## config.mk

```make
export PLATFORM = sky130hd
export DESIGN_NAME = rscd_core
export DESIGN_NICKNAME = d
export VERILOG_FILES = /design/src/verilog/rscd_pkg.sv /design/src/verilog/rscd_strap_if.sv /design/src/verilog/rscd_sync.sv /design/src/verilog/rscd_tri_decode.sv /design/src/verilog/rscd_core.sv
export SDC_FILE = /design/constraint.sdc
export NUM_CORES = 1
export LEC_CHECK = 0
export ABC_AREA = 1
export BUFFER_PORTS_ARGS = -buffer_cell sky130_fd_sc_hd__buf_2
export CAP_MARGIN = 40
export CELL_PAD_IN_SITES_DETAIL_PLACEMENT = 1
export CELL_PAD_IN_SITES_GLOBAL_PLACEMENT = 2
export CORE_MARGIN = 2
export CORE_UTILIZATION = 28
export DETAILED_ROUTE_END_ITERATION = 7
export PLACE_DENSITY = 0.76
export SLEW_MARGIN = 20
export SYNTH_ARGS = -nofsm -noshare
export SYNTH_HDL_FRONTEND = slang
export SYNTH_SLANG_ARGS = --single-unit
```

## constraint.sdc

```tcl
create_clock -name clock_i -period 1.2 [get_ports clock_i]
set_input_delay 0.24 -clock clock_i [delete_from_list [all_inputs] [get_ports clock_i]]
set_output_delay 0.24 -clock clock_i [all_outputs]
set_load 0.05 [all_outputs]
```

## src/verilog/rscd_pkg.sv

```systemverilog
/*
 Shared constants, level codes and setting types of the retimer strap
 control block.
 Assumes a single 200 MHz clock and pads that report each three-level
 strap as two comparator bits.
*/
package rscd_pkg;

   // ----------------------------------------------------------------
   // Strap levels and pad comparator layout
   // ----------------------------------------------------------------
   typedef enum logic [1:0] {LVL_LOW, LVL_MID, LVL_HIGH} rscd_lvl_e;

   // Bit positions of the two comparators of a three-level pad.
   localparam int CMP_LO = 0;
   localparam int CMP_HI = 1;

   // Index of each three-level strap in the strap arrays.
   localparam int STRAP_N = 4;
   localparam int STRAP_DEEMPH = 0;
   localparam int STRAP_EQ = 1;
   localparam int STRAP_TERM = 2;
   localparam int STRAP_SWAP = 3;

   // Bit positions of the two-level inputs in the synchroniser.
   localparam int SY_OE = 0;
   localparam int SY_DET = 1;
   localparam int SY_HOST = 2;
   localparam int SY_ADDR = 3;
   localparam int SY_CMP = 4;
   localparam int SY_W = SY_CMP + 2 * STRAP_N;

   // ----------------------------------------------------------------
   // Settings driven to the analog front end
   // ----------------------------------------------------------------
   typedef enum logic [1:0] {DE_MINUS2, DE_ZERO} rscd_deemph_e;
   typedef enum logic [1:0] {EQ_FIXED_7P5, EQ_ADAPTIVE, EQ_FIXED_14} rscd_eq_e;
   typedef enum logic [1:0] {ST_DOWN, ST_LATCH, ST_RUN, ST_STANDBY} rscd_state_e;

   // Values held after reset, equal to the floating-pin defaults.
   localparam rscd_deemph_e RST_DEEMPH = DE_ZERO;
   localparam rscd_eq_e RST_EQ = EQ_ADAPTIVE;
   localparam rscd_lvl_e RST_SWAP = LVL_MID;
   localparam logic [1:0] RST_ADDR = 2'h0;

   // ----------------------------------------------------------------
   // Link rate window for automatic near-end termination
   // ----------------------------------------------------------------
   localparam int RATE_STEP_MBPS = 100;
   localparam int TERM_FLOOR_MBPS = 2000;
   localparam int TERM_CEIL_MBPS = 3400;
   localparam int RATE_W = 6;
   localparam logic [RATE_W-1:0] RATE_FLOOR = RATE_W'(TERM_FLOOR_MBPS / RATE_STEP_MBPS);
   localparam logic [RATE_W-1:0] RATE_CEIL = RATE_W'(TERM_CEIL_MBPS / RATE_STEP_MBPS);

   // Above the high comparator reads high, below the low one reads low,
   // between them the pin is floating at mid level.
   function automatic rscd_lvl_e tri_level(input logic [1:0] cmp);
      rscd_lvl_e lvl;
      lvl = LVL_MID;
      if (cmp[CMP_HI]) begin
         lvl = LVL_HIGH;
      end else if (!cmp[CMP_LO]) begin
         lvl = LVL_LOW;
      end
      return lvl;
   endfunction

endpackage

```

## src/verilog/rscd_strap_if.sv

```systemverilog
/*
 Carrier for synchronised strap pins and their decoded levels between the
 synchroniser, the level decoder and the control core.
 Assumes all three sit on the one device clock.
*/
`timescale 1ns/10ps
interface rscd_strap_if;
   logic oe;
   logic det_en;
   logic host_sel;
   logic up_addr;
   logic oe_fall;
   logic [rscd_pkg::STRAP_N-1:0][1:0] cmp;
   rscd_pkg::rscd_lvl_e [rscd_pkg::STRAP_N-1:0] lvl;

   modport sync_mp(output oe, output det_en, output host_sel, output up_addr,
                   output oe_fall, output cmp);
   modport dec_mp(input cmp, output lvl);
   modport core_mp(input oe, input det_en, input host_sel, input up_addr,
                   input oe_fall, input lvl);
endinterface

```

## src/verilog/rscd_sync.sv

```systemverilog
/*
 Two-stage synchroniser for every strap pin, plus detection of the falling
 edge of the operation-enable pin.
 Assumes pins that are static apart from board events and a synchronous
 active-high reset.
*/
`timescale 1ns/10ps
module rscd_sync (
   input wire logic clock_i,
   input wire logic rst_i,
   input wire logic [rscd_pkg::SY_W-1:0] pins_i,
   rscd_strap_if.sync_mp sif
);

   typedef struct packed {
      logic [rscd_pkg::SY_W-1:0] s1;
      logic [rscd_pkg::SY_W-1:0] s2;
      logic oe_d;
   } rscd_sync_s;

   rscd_sync_s st_r;
   rscd_sync_s st_nxt;

   // -----------------------------------------------------------------
   // Stages
   // -----------------------------------------------------------------
   // The first stage feeds only the second; the edge detector looks at
   // the second stage and its delayed copy.
   always_comb begin
      st_nxt = st_r;
      st_nxt.s1 = pins_i;
      st_nxt.s2 = st_r.s1;
      st_nxt.oe_d = st_r.s2[rscd_pkg::SY_OE];
   end

   // Reset clears the enable history so that no false fall is seen.
   always_ff @(posedge clock_i) begin
      if (rst_i) begin
         st_r <= '0;
      end else begin
         st_r <= st_nxt;
      end
   end

   // -----------------------------------------------------------------
   // Outputs
   // -----------------------------------------------------------------
   assign sif.oe = st_r.s2[rscd_pkg::SY_OE];
   assign sif.det_en = st_r.s2[rscd_pkg::SY_DET];
   assign sif.host_sel = st_r.s2[rscd_pkg::SY_HOST];
   assign sif.up_addr = st_r.s2[rscd_pkg::SY_ADDR];
   assign sif.cmp = st_r.s2[rscd_pkg::SY_W-1:rscd_pkg::SY_CMP];
   assign sif.oe_fall = st_r.oe_d & ~st_r.s2[rscd_pkg::SY_OE];

endmodule

```

## src/verilog/rscd_tri_decode.sv

```systemverilog
/*
 Turns the comparator pair of each three-level strap into a level code.
 Assumes comparator bits already synchronised to the device clock.
*/
`timescale 1ns/10ps
module rscd_tri_decode (
   rscd_strap_if.dec_mp sif
);

   // -----------------------------------------------------------------
   // One decoder per strap
   // -----------------------------------------------------------------
   // A comparator pair that claims high but not above low cannot occur on
   // a real pad; the high comparator wins so the result stays defined.
   for (genvar g = 0; g < rscd_pkg::STRAP_N; g++) begin : g_strap
      assign sif.lvl[g] = rscd_pkg::tri_level(sif.cmp[g]);
   end

endmodule

```

## src/verilog/rscd_core.sv

```systemverilog
/*
 Control core of the retimer strap logic: power state, reset on enable
 fall, signal-detect standby, and the latched front-end configuration
 taken from straps or from the configuration bus.
 Assumes straps arrive as comparator bits, the link rate as a code in
 steps of 100 Mbps, and configuration-bus writes as one-cycle strobes.
*/
// What this block does
// - Enable low powers down, high runs.
// - Enable falling edge resets whole device.
// - Detect disabled keeps termination always connected.
// - Detect enabled: no clock means standby.
// - Host-select high picks bus, low straps.
// - Strap mode blocks bus writes to straps.
// - De-emphasis strap: low -2 dB, float 0.
// - Bus mode takes de-emphasis from bus.
// - Equalizer strap: 7.5 dB, adaptive, 14 dB.
// - Bus mode equalizer strap gives address bit1.
// - Upper address strap gives address bit2.
// - Termination strap: high off, float automatic.
// - Automatic termination only above 2 Gbps.
// - Swap strap high inverts polarity, retimer only.
// - Swap strap low reverses receive lane order.
// - Floating swap strap changes nothing.
// - Three-level pads read high, low, mid.
`timescale 1ns/10ps
module rscd_core (
   input wire logic clock_i,
   input wire logic rst_i,
   input wire logic op_enable_i,
   input wire logic detect_enable_pin_i,
   input wire logic host_select_i,
   input wire logic upper_address_strap_i,
   input wire logic [1:0] deemph_strap_i,
   input wire logic [1:0] equalizer_strap_addr_low_i,
   input wire logic [1:0] output_termination_strap_i,
   input wire logic [1:0] lane_swap_strap_i,
   input wire logic clock_valid_i,
   input wire logic retimer_mode_i,
   input wire logic [rscd_pkg::RATE_W-1:0] link_bitrate_i,
   input wire logic bus_wr_i,
   input wire rscd_pkg::rscd_deemph_e bus_deemph_i,
   input wire rscd_pkg::rscd_eq_e bus_eq_i,
   output logic power_down_o,
   output logic device_reset_o,
   output logic standby_o,
   output logic detect_active_o,
   output logic rx_term_connect_o,
   output logic host_mode_o,
   output rscd_pkg::rscd_deemph_e deemph_sel_o,
   output rscd_pkg::rscd_eq_e eq_sel_o,
   output logic tx_term_auto_o,
   output logic tx_term_on_o,
   output logic lane_reverse_o,
   output logic polarity_invert_o,
   output logic [1:0] addr_bits_o
);

   typedef struct packed {
      rscd_pkg::rscd_state_e st;
      logic host;
      rscd_pkg::rscd_deemph_e de;
      rscd_pkg::rscd_eq_e eq;
      logic term_dis;
      rscd_pkg::rscd_lvl_e swap;
      logic term_on;
      logic lane_rev;
      logic pol_inv;
      logic [1:0] addr;
      logic dev_rst;
      logic det;
   } rscd_core_s;

   localparam rscd_core_s CORE_RST = '{
      st: rscd_pkg::ST_DOWN,
      host: 1'b0,
      de: rscd_pkg::RST_DEEMPH,
      eq: rscd_pkg::RST_EQ,
      term_dis: 1'b0,
      swap: rscd_pkg::RST_SWAP,
      term_on: 1'b0,
      lane_rev: 1'b0,
      pol_inv: 1'b0,
      addr: rscd_pkg::RST_ADDR,
      dev_rst: 1'b0,
      det: 1'b0
   };

   rscd_core_s st_r;
   rscd_core_s st_nxt;
   logic rate_in_window;

   rscd_strap_if sif();

   // -----------------------------------------------------------------
   // Pin capture and level decode
   // -----------------------------------------------------------------
   // Straps pass two flops before use so a slow or bouncing pin cannot
   // put the core into an undefined state.
   rscd_sync u_sync (
      .clock_i(clock_i),
      .rst_i(rst_i),
      .pins_i({lane_swap_strap_i, output_termination_strap_i, equalizer_strap_addr_low_i,
               deemph_strap_i, upper_address_strap_i, host_select_i,
               detect_enable_pin_i, op_enable_i}),
      .sif(sif.sync_mp)
   );

   rscd_tri_decode u_dec (
      .sif(sif.dec_mp)
   );

   // The window is open above 2 Gbps and up to 3.4 Gbps inclusive.
   assign rate_in_window = (link_bitrate_i > rscd_pkg::RATE_FLOOR) &&
                           (link_bitrate_i <= rscd_pkg::RATE_CEIL);

   // -----------------------------------------------------------------
   // Next state
   // -----------------------------------------------------------------
   always_comb begin
      st_nxt = st_r;
      st_nxt.dev_rst = 1'b0;
      st_nxt.det = sif.det_en;
      if (sif.oe_fall) begin
         // Falling enable wipes every setting back to its default.
         st_nxt = CORE_RST;
         st_nxt.dev_rst = 1'b1;
         st_nxt.det = sif.det_en;
      end else begin
         case (st_r.st)
            rscd_pkg::ST_DOWN: begin
               if (sif.oe) begin
                  st_nxt.st = rscd_pkg::ST_LATCH;
               end
            end
            rscd_pkg::ST_LATCH: begin
               // Straps are sampled once here; later pin noise is ignored.
               st_nxt.host = sif.host_sel;
               st_nxt.addr[1] = sif.up_addr;
               st_nxt.addr[0] = sif.host_sel &&
                                (sif.lvl[rscd_pkg::STRAP_EQ] == rscd_pkg::LVL_HIGH);
               if (!sif.host_sel) begin
                  // Reserved high de-emphasis falls back to the 0 dB default.
                  st_nxt.de = (sif.lvl[rscd_pkg::STRAP_DEEMPH] == rscd_pkg::LVL_LOW) ?
                              rscd_pkg::DE_MINUS2 : rscd_pkg::DE_ZERO;
                  case (sif.lvl[rscd_pkg::STRAP_EQ])
                     rscd_pkg::LVL_LOW: st_nxt.eq = rscd_pkg::EQ_FIXED_7P5;
                     rscd_pkg::LVL_HIGH: st_nxt.eq = rscd_pkg::EQ_FIXED_14;
                     default: st_nxt.eq = rscd_pkg::EQ_ADAPTIVE;
                  endcase
               end
               // Reserved low termination acts as the automatic default.
               st_nxt.term_dis = (sif.lvl[rscd_pkg::STRAP_TERM] == rscd_pkg::LVL_HIGH);
               st_nxt.swap = sif.lvl[rscd_pkg::STRAP_SWAP];
               st_nxt.st = rscd_pkg::ST_RUN;
            end
            rscd_pkg::ST_RUN: begin
               if (sif.det_en && !clock_valid_i) begin
                  st_nxt.st = rscd_pkg::ST_STANDBY;
               end
            end
            rscd_pkg::ST_STANDBY: begin
               if (!sif.det_en || clock_valid_i) begin
                  st_nxt.st = rscd_pkg::ST_RUN;
               end
            end
            default: begin
               st_nxt.st = rscd_pkg::ST_DOWN;
            end
         endcase
         // Bus writes land only in bus mode; in strap mode the strapped
         // settings are out of reach of the bus.
         if (st_r.host && bus_wr_i && (st_r.st == rscd_pkg::ST_RUN ||
                                       st_r.st == rscd_pkg::ST_STANDBY)) begin
            st_nxt.de = bus_deemph_i;
            st_nxt.eq = bus_eq_i;
         end
         // Polarity inversion follows the live retimer mode so a mode change
         // needs no relatch; lane reversal does not depend on the mode.
         st_nxt.lane_rev = (st_r.swap == rscd_pkg::LVL_LOW);
         st_nxt.pol_inv = (st_r.swap == rscd_pkg::LVL_HIGH) && retimer_mode_i;
         st_nxt.term_on = !st_r.term_dis && rate_in_window &&
                          (st_r.st != rscd_pkg::ST_DOWN);
      end
   end

   always_ff @(posedge clock_i) begin
      if (rst_i) begin
         st_r <= CORE_RST;
      end else begin
         st_r <= st_nxt;
      end
   end

   // -----------------------------------------------------------------
   // Outputs
   // -----------------------------------------------------------------
   assign power_down_o = (st_r.st == rscd_pkg::ST_DOWN);
   assign standby_o = (st_r.st == rscd_pkg::ST_STANDBY);
   assign rx_term_connect_o = !standby_o;
   assign detect_active_o = st_r.det;
   assign device_reset_o = st_r.dev_rst;
   assign host_mode_o = st_r.host;
   assign deemph_sel_o = st_r.de;
   assign eq_sel_o = st_r.eq;
   assign tx_term_auto_o = !st_r.term_dis;
   assign tx_term_on_o = st_r.term_on;
   assign lane_reverse_o = st_r.lane_rev;
   assign polarity_invert_o = st_r.pol_inv;
   assign addr_bits_o = st_r.addr;

   logic was_latch;
   assign was_latch = (st_r.st == rscd_pkg::ST_LATCH);
endmodule

```

-- After elaboration in Yosys (flattened, before gate mapping)
Cells that the tools add are included.
- $lt $le $gt $ge: 2
- eq/ne operators: 10
- muxes and demuxes: 18
- bitwise gates (word level): 2
- reductions and logical operators: 23
- operators with widths (operator ; count):
    2-bit two-way mux ; 8
    2-bit equality test (second input constant) ; 5
    1-bit logical AND ; 8
    2-bit logical NOT ; 4
    4-bit two-way mux ; 2
    2-bit case mux with 4 select lines ; 1
    7-bit two-way mux ; 1
    6-bit by 5-bit greater-than comparator with 1-bit output (second input constant) ; 1
    6-bit <= comparator (second input constant) ; 1
    1-bit two-way mux ; 5
    1-bit logical NOT ; 4
    2-bit by 1-bit inequality test with 1-bit output (second input constant) ; 2
    2-bit inequality test (second input constant) ; 2
    2-bit case mux with 2 select lines ; 1
    2-bit nonzero test ; 2
    3-bit AND reduction ; 1
    2-bit by 1-bit equality test with 1-bit output (second input constant) ; 1
    1-bit logical OR ; 2
    2-bit AND reduction ; 1
    2-bit OR reduction ; 1
    1-bit AND ; 1
    1-bit inverter ; 1
- flip-flop bits (word level): 42
- bits of input ports: 27
- output and inout bits: 16
- logic and storage cells: 70

-- Depth between registers and ports, before layout
- depth after elaboration: 7
- mapped depth: 6

-- Hierarchy
From an unflattened synthesis, not the netlist that was laid out.
- cells, all modules: 204
- area, all modules: 1627.8 um^2
- modules (own cells, without submodules) (module ; times used ; cells an instance ; area each (um^2) ; seq. area each (um^2)):
    rscd_sync ; 1 ; 88 ; 792.0 ; 500.5
    rscd_core ; 1 ; 104 ; 765.7 ; 340.3
    rscd_tri_decode ; 1 ; 12 ; 70.1 ; 0.0

-- Worst setup path after synthesis
OpenSTA, ideal clock, no wires.
- path type: register to output
- start point: reg st_r[15] (netlist name)
- end point: out standby_o
- arrival time: 1.230 ns
- data required time: 0.960 ns
- slack: -0.270 ns
- stages on the path, launching flop included: 3
- buffers on the path: 0
- path through: dfxtp_1 -> nand2_1 -> inv_1
- cells in the longest elaborated chain, start to end: 1
- ends and longest elaborated chain (element ; line ; text):
    start, declared ; rscd_core.sv:89 ; rscd_core_s st_r;
    start signal, assigned ; rscd_core.sv:191 ; st_r <= st_nxt;
    2-bit equality test ; rscd_core.sv:199 ; assign standby_o = (st_r.st == rscd_pkg::ST_STANDBY);
    end, declared ; rscd_core.sv:46 ; output logic standby_o,
No other way between the ends.

-- Worst setup path in the final report
Same ends and word-level chain as after synthesis.

==> summary.md <==
| Metric | Value |
|---|---|
| Final net count | `245` |
| Drt first-iter violations | `47` |
| YS warnings | `0` |
| R2r worst-path depth | `6` |
| Total CTS buffers | `5` |
| Clock Path Buffers | `2` |
| Fmax | `0.832 GHz` |
| Hold WC Path Type | `input pin to flop` |
| Crit path DAT | `960 ps` |
| Post-Synthesis Cell Area | `1440 µm²` |
| Mean Syn Cell Area | `8.27 µm²` |
| Final count of pins violating max slew | `0` |
| Fin. Hold Viols | `0` |
| Mapped Nets | `201` |
| Final Setup Violations | `1` |
| Setup crit start kind | `flop` |
| R2R Setup Slk | `90 ps` |
| Global Route Usage Sum | `0.115` |
| Total wire length | `2.83 mm` |
| Max-slew headroom | `0.775` |
| GR Layer Usage met3 | `0.0357` |
| Layout cells sized above 1 | `0.342` |
| DR pass1 iterations | `4` |
| Grt ovf | `0` |
| Flops & latches, synth | `40` |
| Ports | `43` |
| Area after DPL | `1710 µm²` |
| Largest net degree at the start of global routing | `26` |
| Lkg Pwr | `0.918 nW` |
| Clock Pin Slew Worst Setup and Hold Paths | `80 ps` |
| Starting Density | `0.285` |
| Post-Syn Instances | `174` |
| Met2 Use GR | `0.173` |
| First-pass GRT wire length | `4.82 mm` |
| CP endpoint kind | `output pin` |
| Die height | `75.7 µm` |
| # diodes | `0` |
| Violated checks | `negative setup slack` |
| Detailed-route DRC error count | `0` |
| Tcrit/Tclk final | `1.00` |
| Initial antenna violation count | `0` |
| Power Total | `0.00270 W` |
| Fillers | `619` |
| Setup CP Type | `flop to output pin` |
| Min-delay src | `op_enable_i` |
| Pre-CTS setup slack | `67.4 ps` |
| Post-synth cell types | `22` |
| Avg WL per Cell | `9.79 µm` |
| Hold path depth | `3` |
| Register area | `810 µm²` |
| Reg2reg end | `addr_bits_o[0]$_SDFFE_PP0P_` |
| Clock Latency Late Sink | `290 ps` |
| Vias per cell | `3.87` |
| Pwr Density | `1440 nW/µm²` |
| GR Util met1 | `0.145` |
| R2R Path Start | `st_r[16]$_SDFFE_PP0P_` |
| Die width | `75.7 µm` |
| Core area | `5040 µm²` |
| Hold Path Sink | `u_sync.st_nxt[1]$_SDFF_PP0_` |
| Post-route setup slack | `-2.11 ps` |
| Req. time, crit path | `960 ps` |
| Seq/Total Area, Yosys | `0.557` |
| GPL Wtd Cong | `0.688` |
| Num rows | `26` |
| Worst Path Max Fanout | `3` |
| Area of the multi-input gates | `445 µm²` |
| Final instance area | `1870 µm²` |
| H-Tree Depth | `2` |
| Worst ir drop on vdd | `0.494 mV` |
| Tmin final | `1200 ps` |
| DIE AREA | `5730 µm²` |
| Root Driver | `clkbuf_8` |
| Unrepaired setup endpoints after global routing | `yes` |
| GRT Max-Usage Layer | `met2` |
| Vias in the first global route | `1126` |
| Outcome | `finished with violations` |
| Max cap viols | `0` |
| Worst hold slack | `141 ps` |
| Final antenna-violating net count | `0` |
| CTS tree | `yes` |
| Detailed placer's ending HPWL | `2.10 mm` |
| Clock Skews | `6.62 ps` |
| Measured slew at the worst slew-check pin | `336 ps` |
| Layout area overhead | `30.3%` |
| Via count | `1118` |
| CTS Sinks | `40` |
| Port buffer count | `41` |
[critical path, cell delays in order (launching register included)]
cell        delay [ps]
dfxtp_4            370
nand2_4             80
clkinvlp_4          70
buf_6              150
[how the worst max path moves through the flow]
stage                     slack (ps)  depth (start not counted)                   from                    end
after global routing             -40                          3  st_r[16]$_SDFFE_PP0P_              standby_o
after detailed placement          70                          3  st_r[16]$_SDFFE_PP0P_              standby_o
after floorplan                  -10                          3  st_r[15]$_SDFFE_PP0P_  st_r[15]$_SDFFE_PP0P_
after global placement            80                          3  st_r[16]$_SDFFE_PP0P_              standby_o
after CTS                        -10                          3  st_r[15]$_SDFFE_PP0P_              standby_o
final                             -2                          3  st_r[15]$_SDFFE_PP0P_              standby_o
[synthesized netlist by cell type (all sizes together)]
| library cell | n | share of area |
|---|---|---|
| o21ai | 3 | 0.010 |
| nand2 | 18 | 0.052 |
| o21bai | 1 | 0.013 |
| buf | 9 | 0.046 |
| nor4 | 1 | 0.0044 |
| nand3 | 14 | 0.059 |
| dfxtp | 40 | 0.56 |
| a21oi | 8 | 0.036 |
| clkinv | 1 | 0.0026 |
| nor2 | 37 | 0.11 |
| nor3 | 2 | 0.0070 |
| inv | 38 | 0.099 |
| nand4 | 2 | 0.0087 |
[layout by cell type (no fill, tap or decap), types with 2 or more instances in the layout]
cell type	netlist	routed
buf_4	6	6
nand3_2	3	2
buf_6	1	2
clkinvlp_4	0	2
a21oi_1	5	5
dfxtp_4	0	2
nand2_1	17	16
nand4_1	2	2
inv_2	3	5
clkbuf_8	0	5
buf_2	2	36
nand3_1	11	11
dfxtp_1	40	37
nor2_1	34	34
nor2_4	1	2
o21ai_1	2	2
inv_1	35	33
a21oi_2	3	3
nor3_1	2	2
nand2_4	1	2
[timing repair]
| action | 4_1_cts | 5_1_grt |
|---|---|---|
| pin swaps | 0 | 1 |
| cloned | 0 | 0 |
| endpoints found under the setup margin | 4 | 8 |
| buffers inserted | 1 | 0 |
| gates resized for setup | 12 | 5 |
| hold buffers | 0 | 0 |
[through the flow]
stage | instances | util | TNS [ps]
finish | 289 | 0.372 | -2.11
global placement | 280 | 0.339 | 0
detailed placement | 280 | 0.339 | 0
CTS | 289 | 0.369 | -21.4
global route | 289 | 0.372 | -87.1
floorplan | 174 | - | -17.6
[kinds of logic (layout without fill, tap and decap cells)]
logic type      Yosys count  in the layout  synth area share
compound gates           12             12            0.0591
buf+inv                  48             93             0.148
flops                    40             40             0.557
simple gates             74             74             0.237
[where the power goes]
part | switching [W] | internal [W] | leakage, nW
clock network | 0.000474 | 0.000615 | 0.0541
logic | 0.000133 | 0.0000880 | 0.534
registers | 0.0000200 | 0.00137 | 0.330
[cell type report]
class                           count  share of cell area
Timing Repair Buffer               46               0.144
Multi-Input combinational cell     86               0.238
Inverter                           39              0.0801
Sequential cell                    40               0.432
Tap cell                           70              0.0467
Clock buffer                        5              0.0367
Clock inverter                      3              0.0227
[state kept, by name, summed over array words and instances (netlist names), 2 cells and up]
name / flops
st_r: 5
eq_sel_o: 2
deemph_sel_o: 2
addr_bits_o: 2
u_sync.sif.cmp: 7
u_sync.st_nxt: 11
[per-layer routing]
layer,routed length (µm),vias up
met5,0,-
met3,151,8
met1,1300,485
met2,1310,28
met4,71,0
li1,-,597
Note: power is estimated with default switching activity, not from simulation.
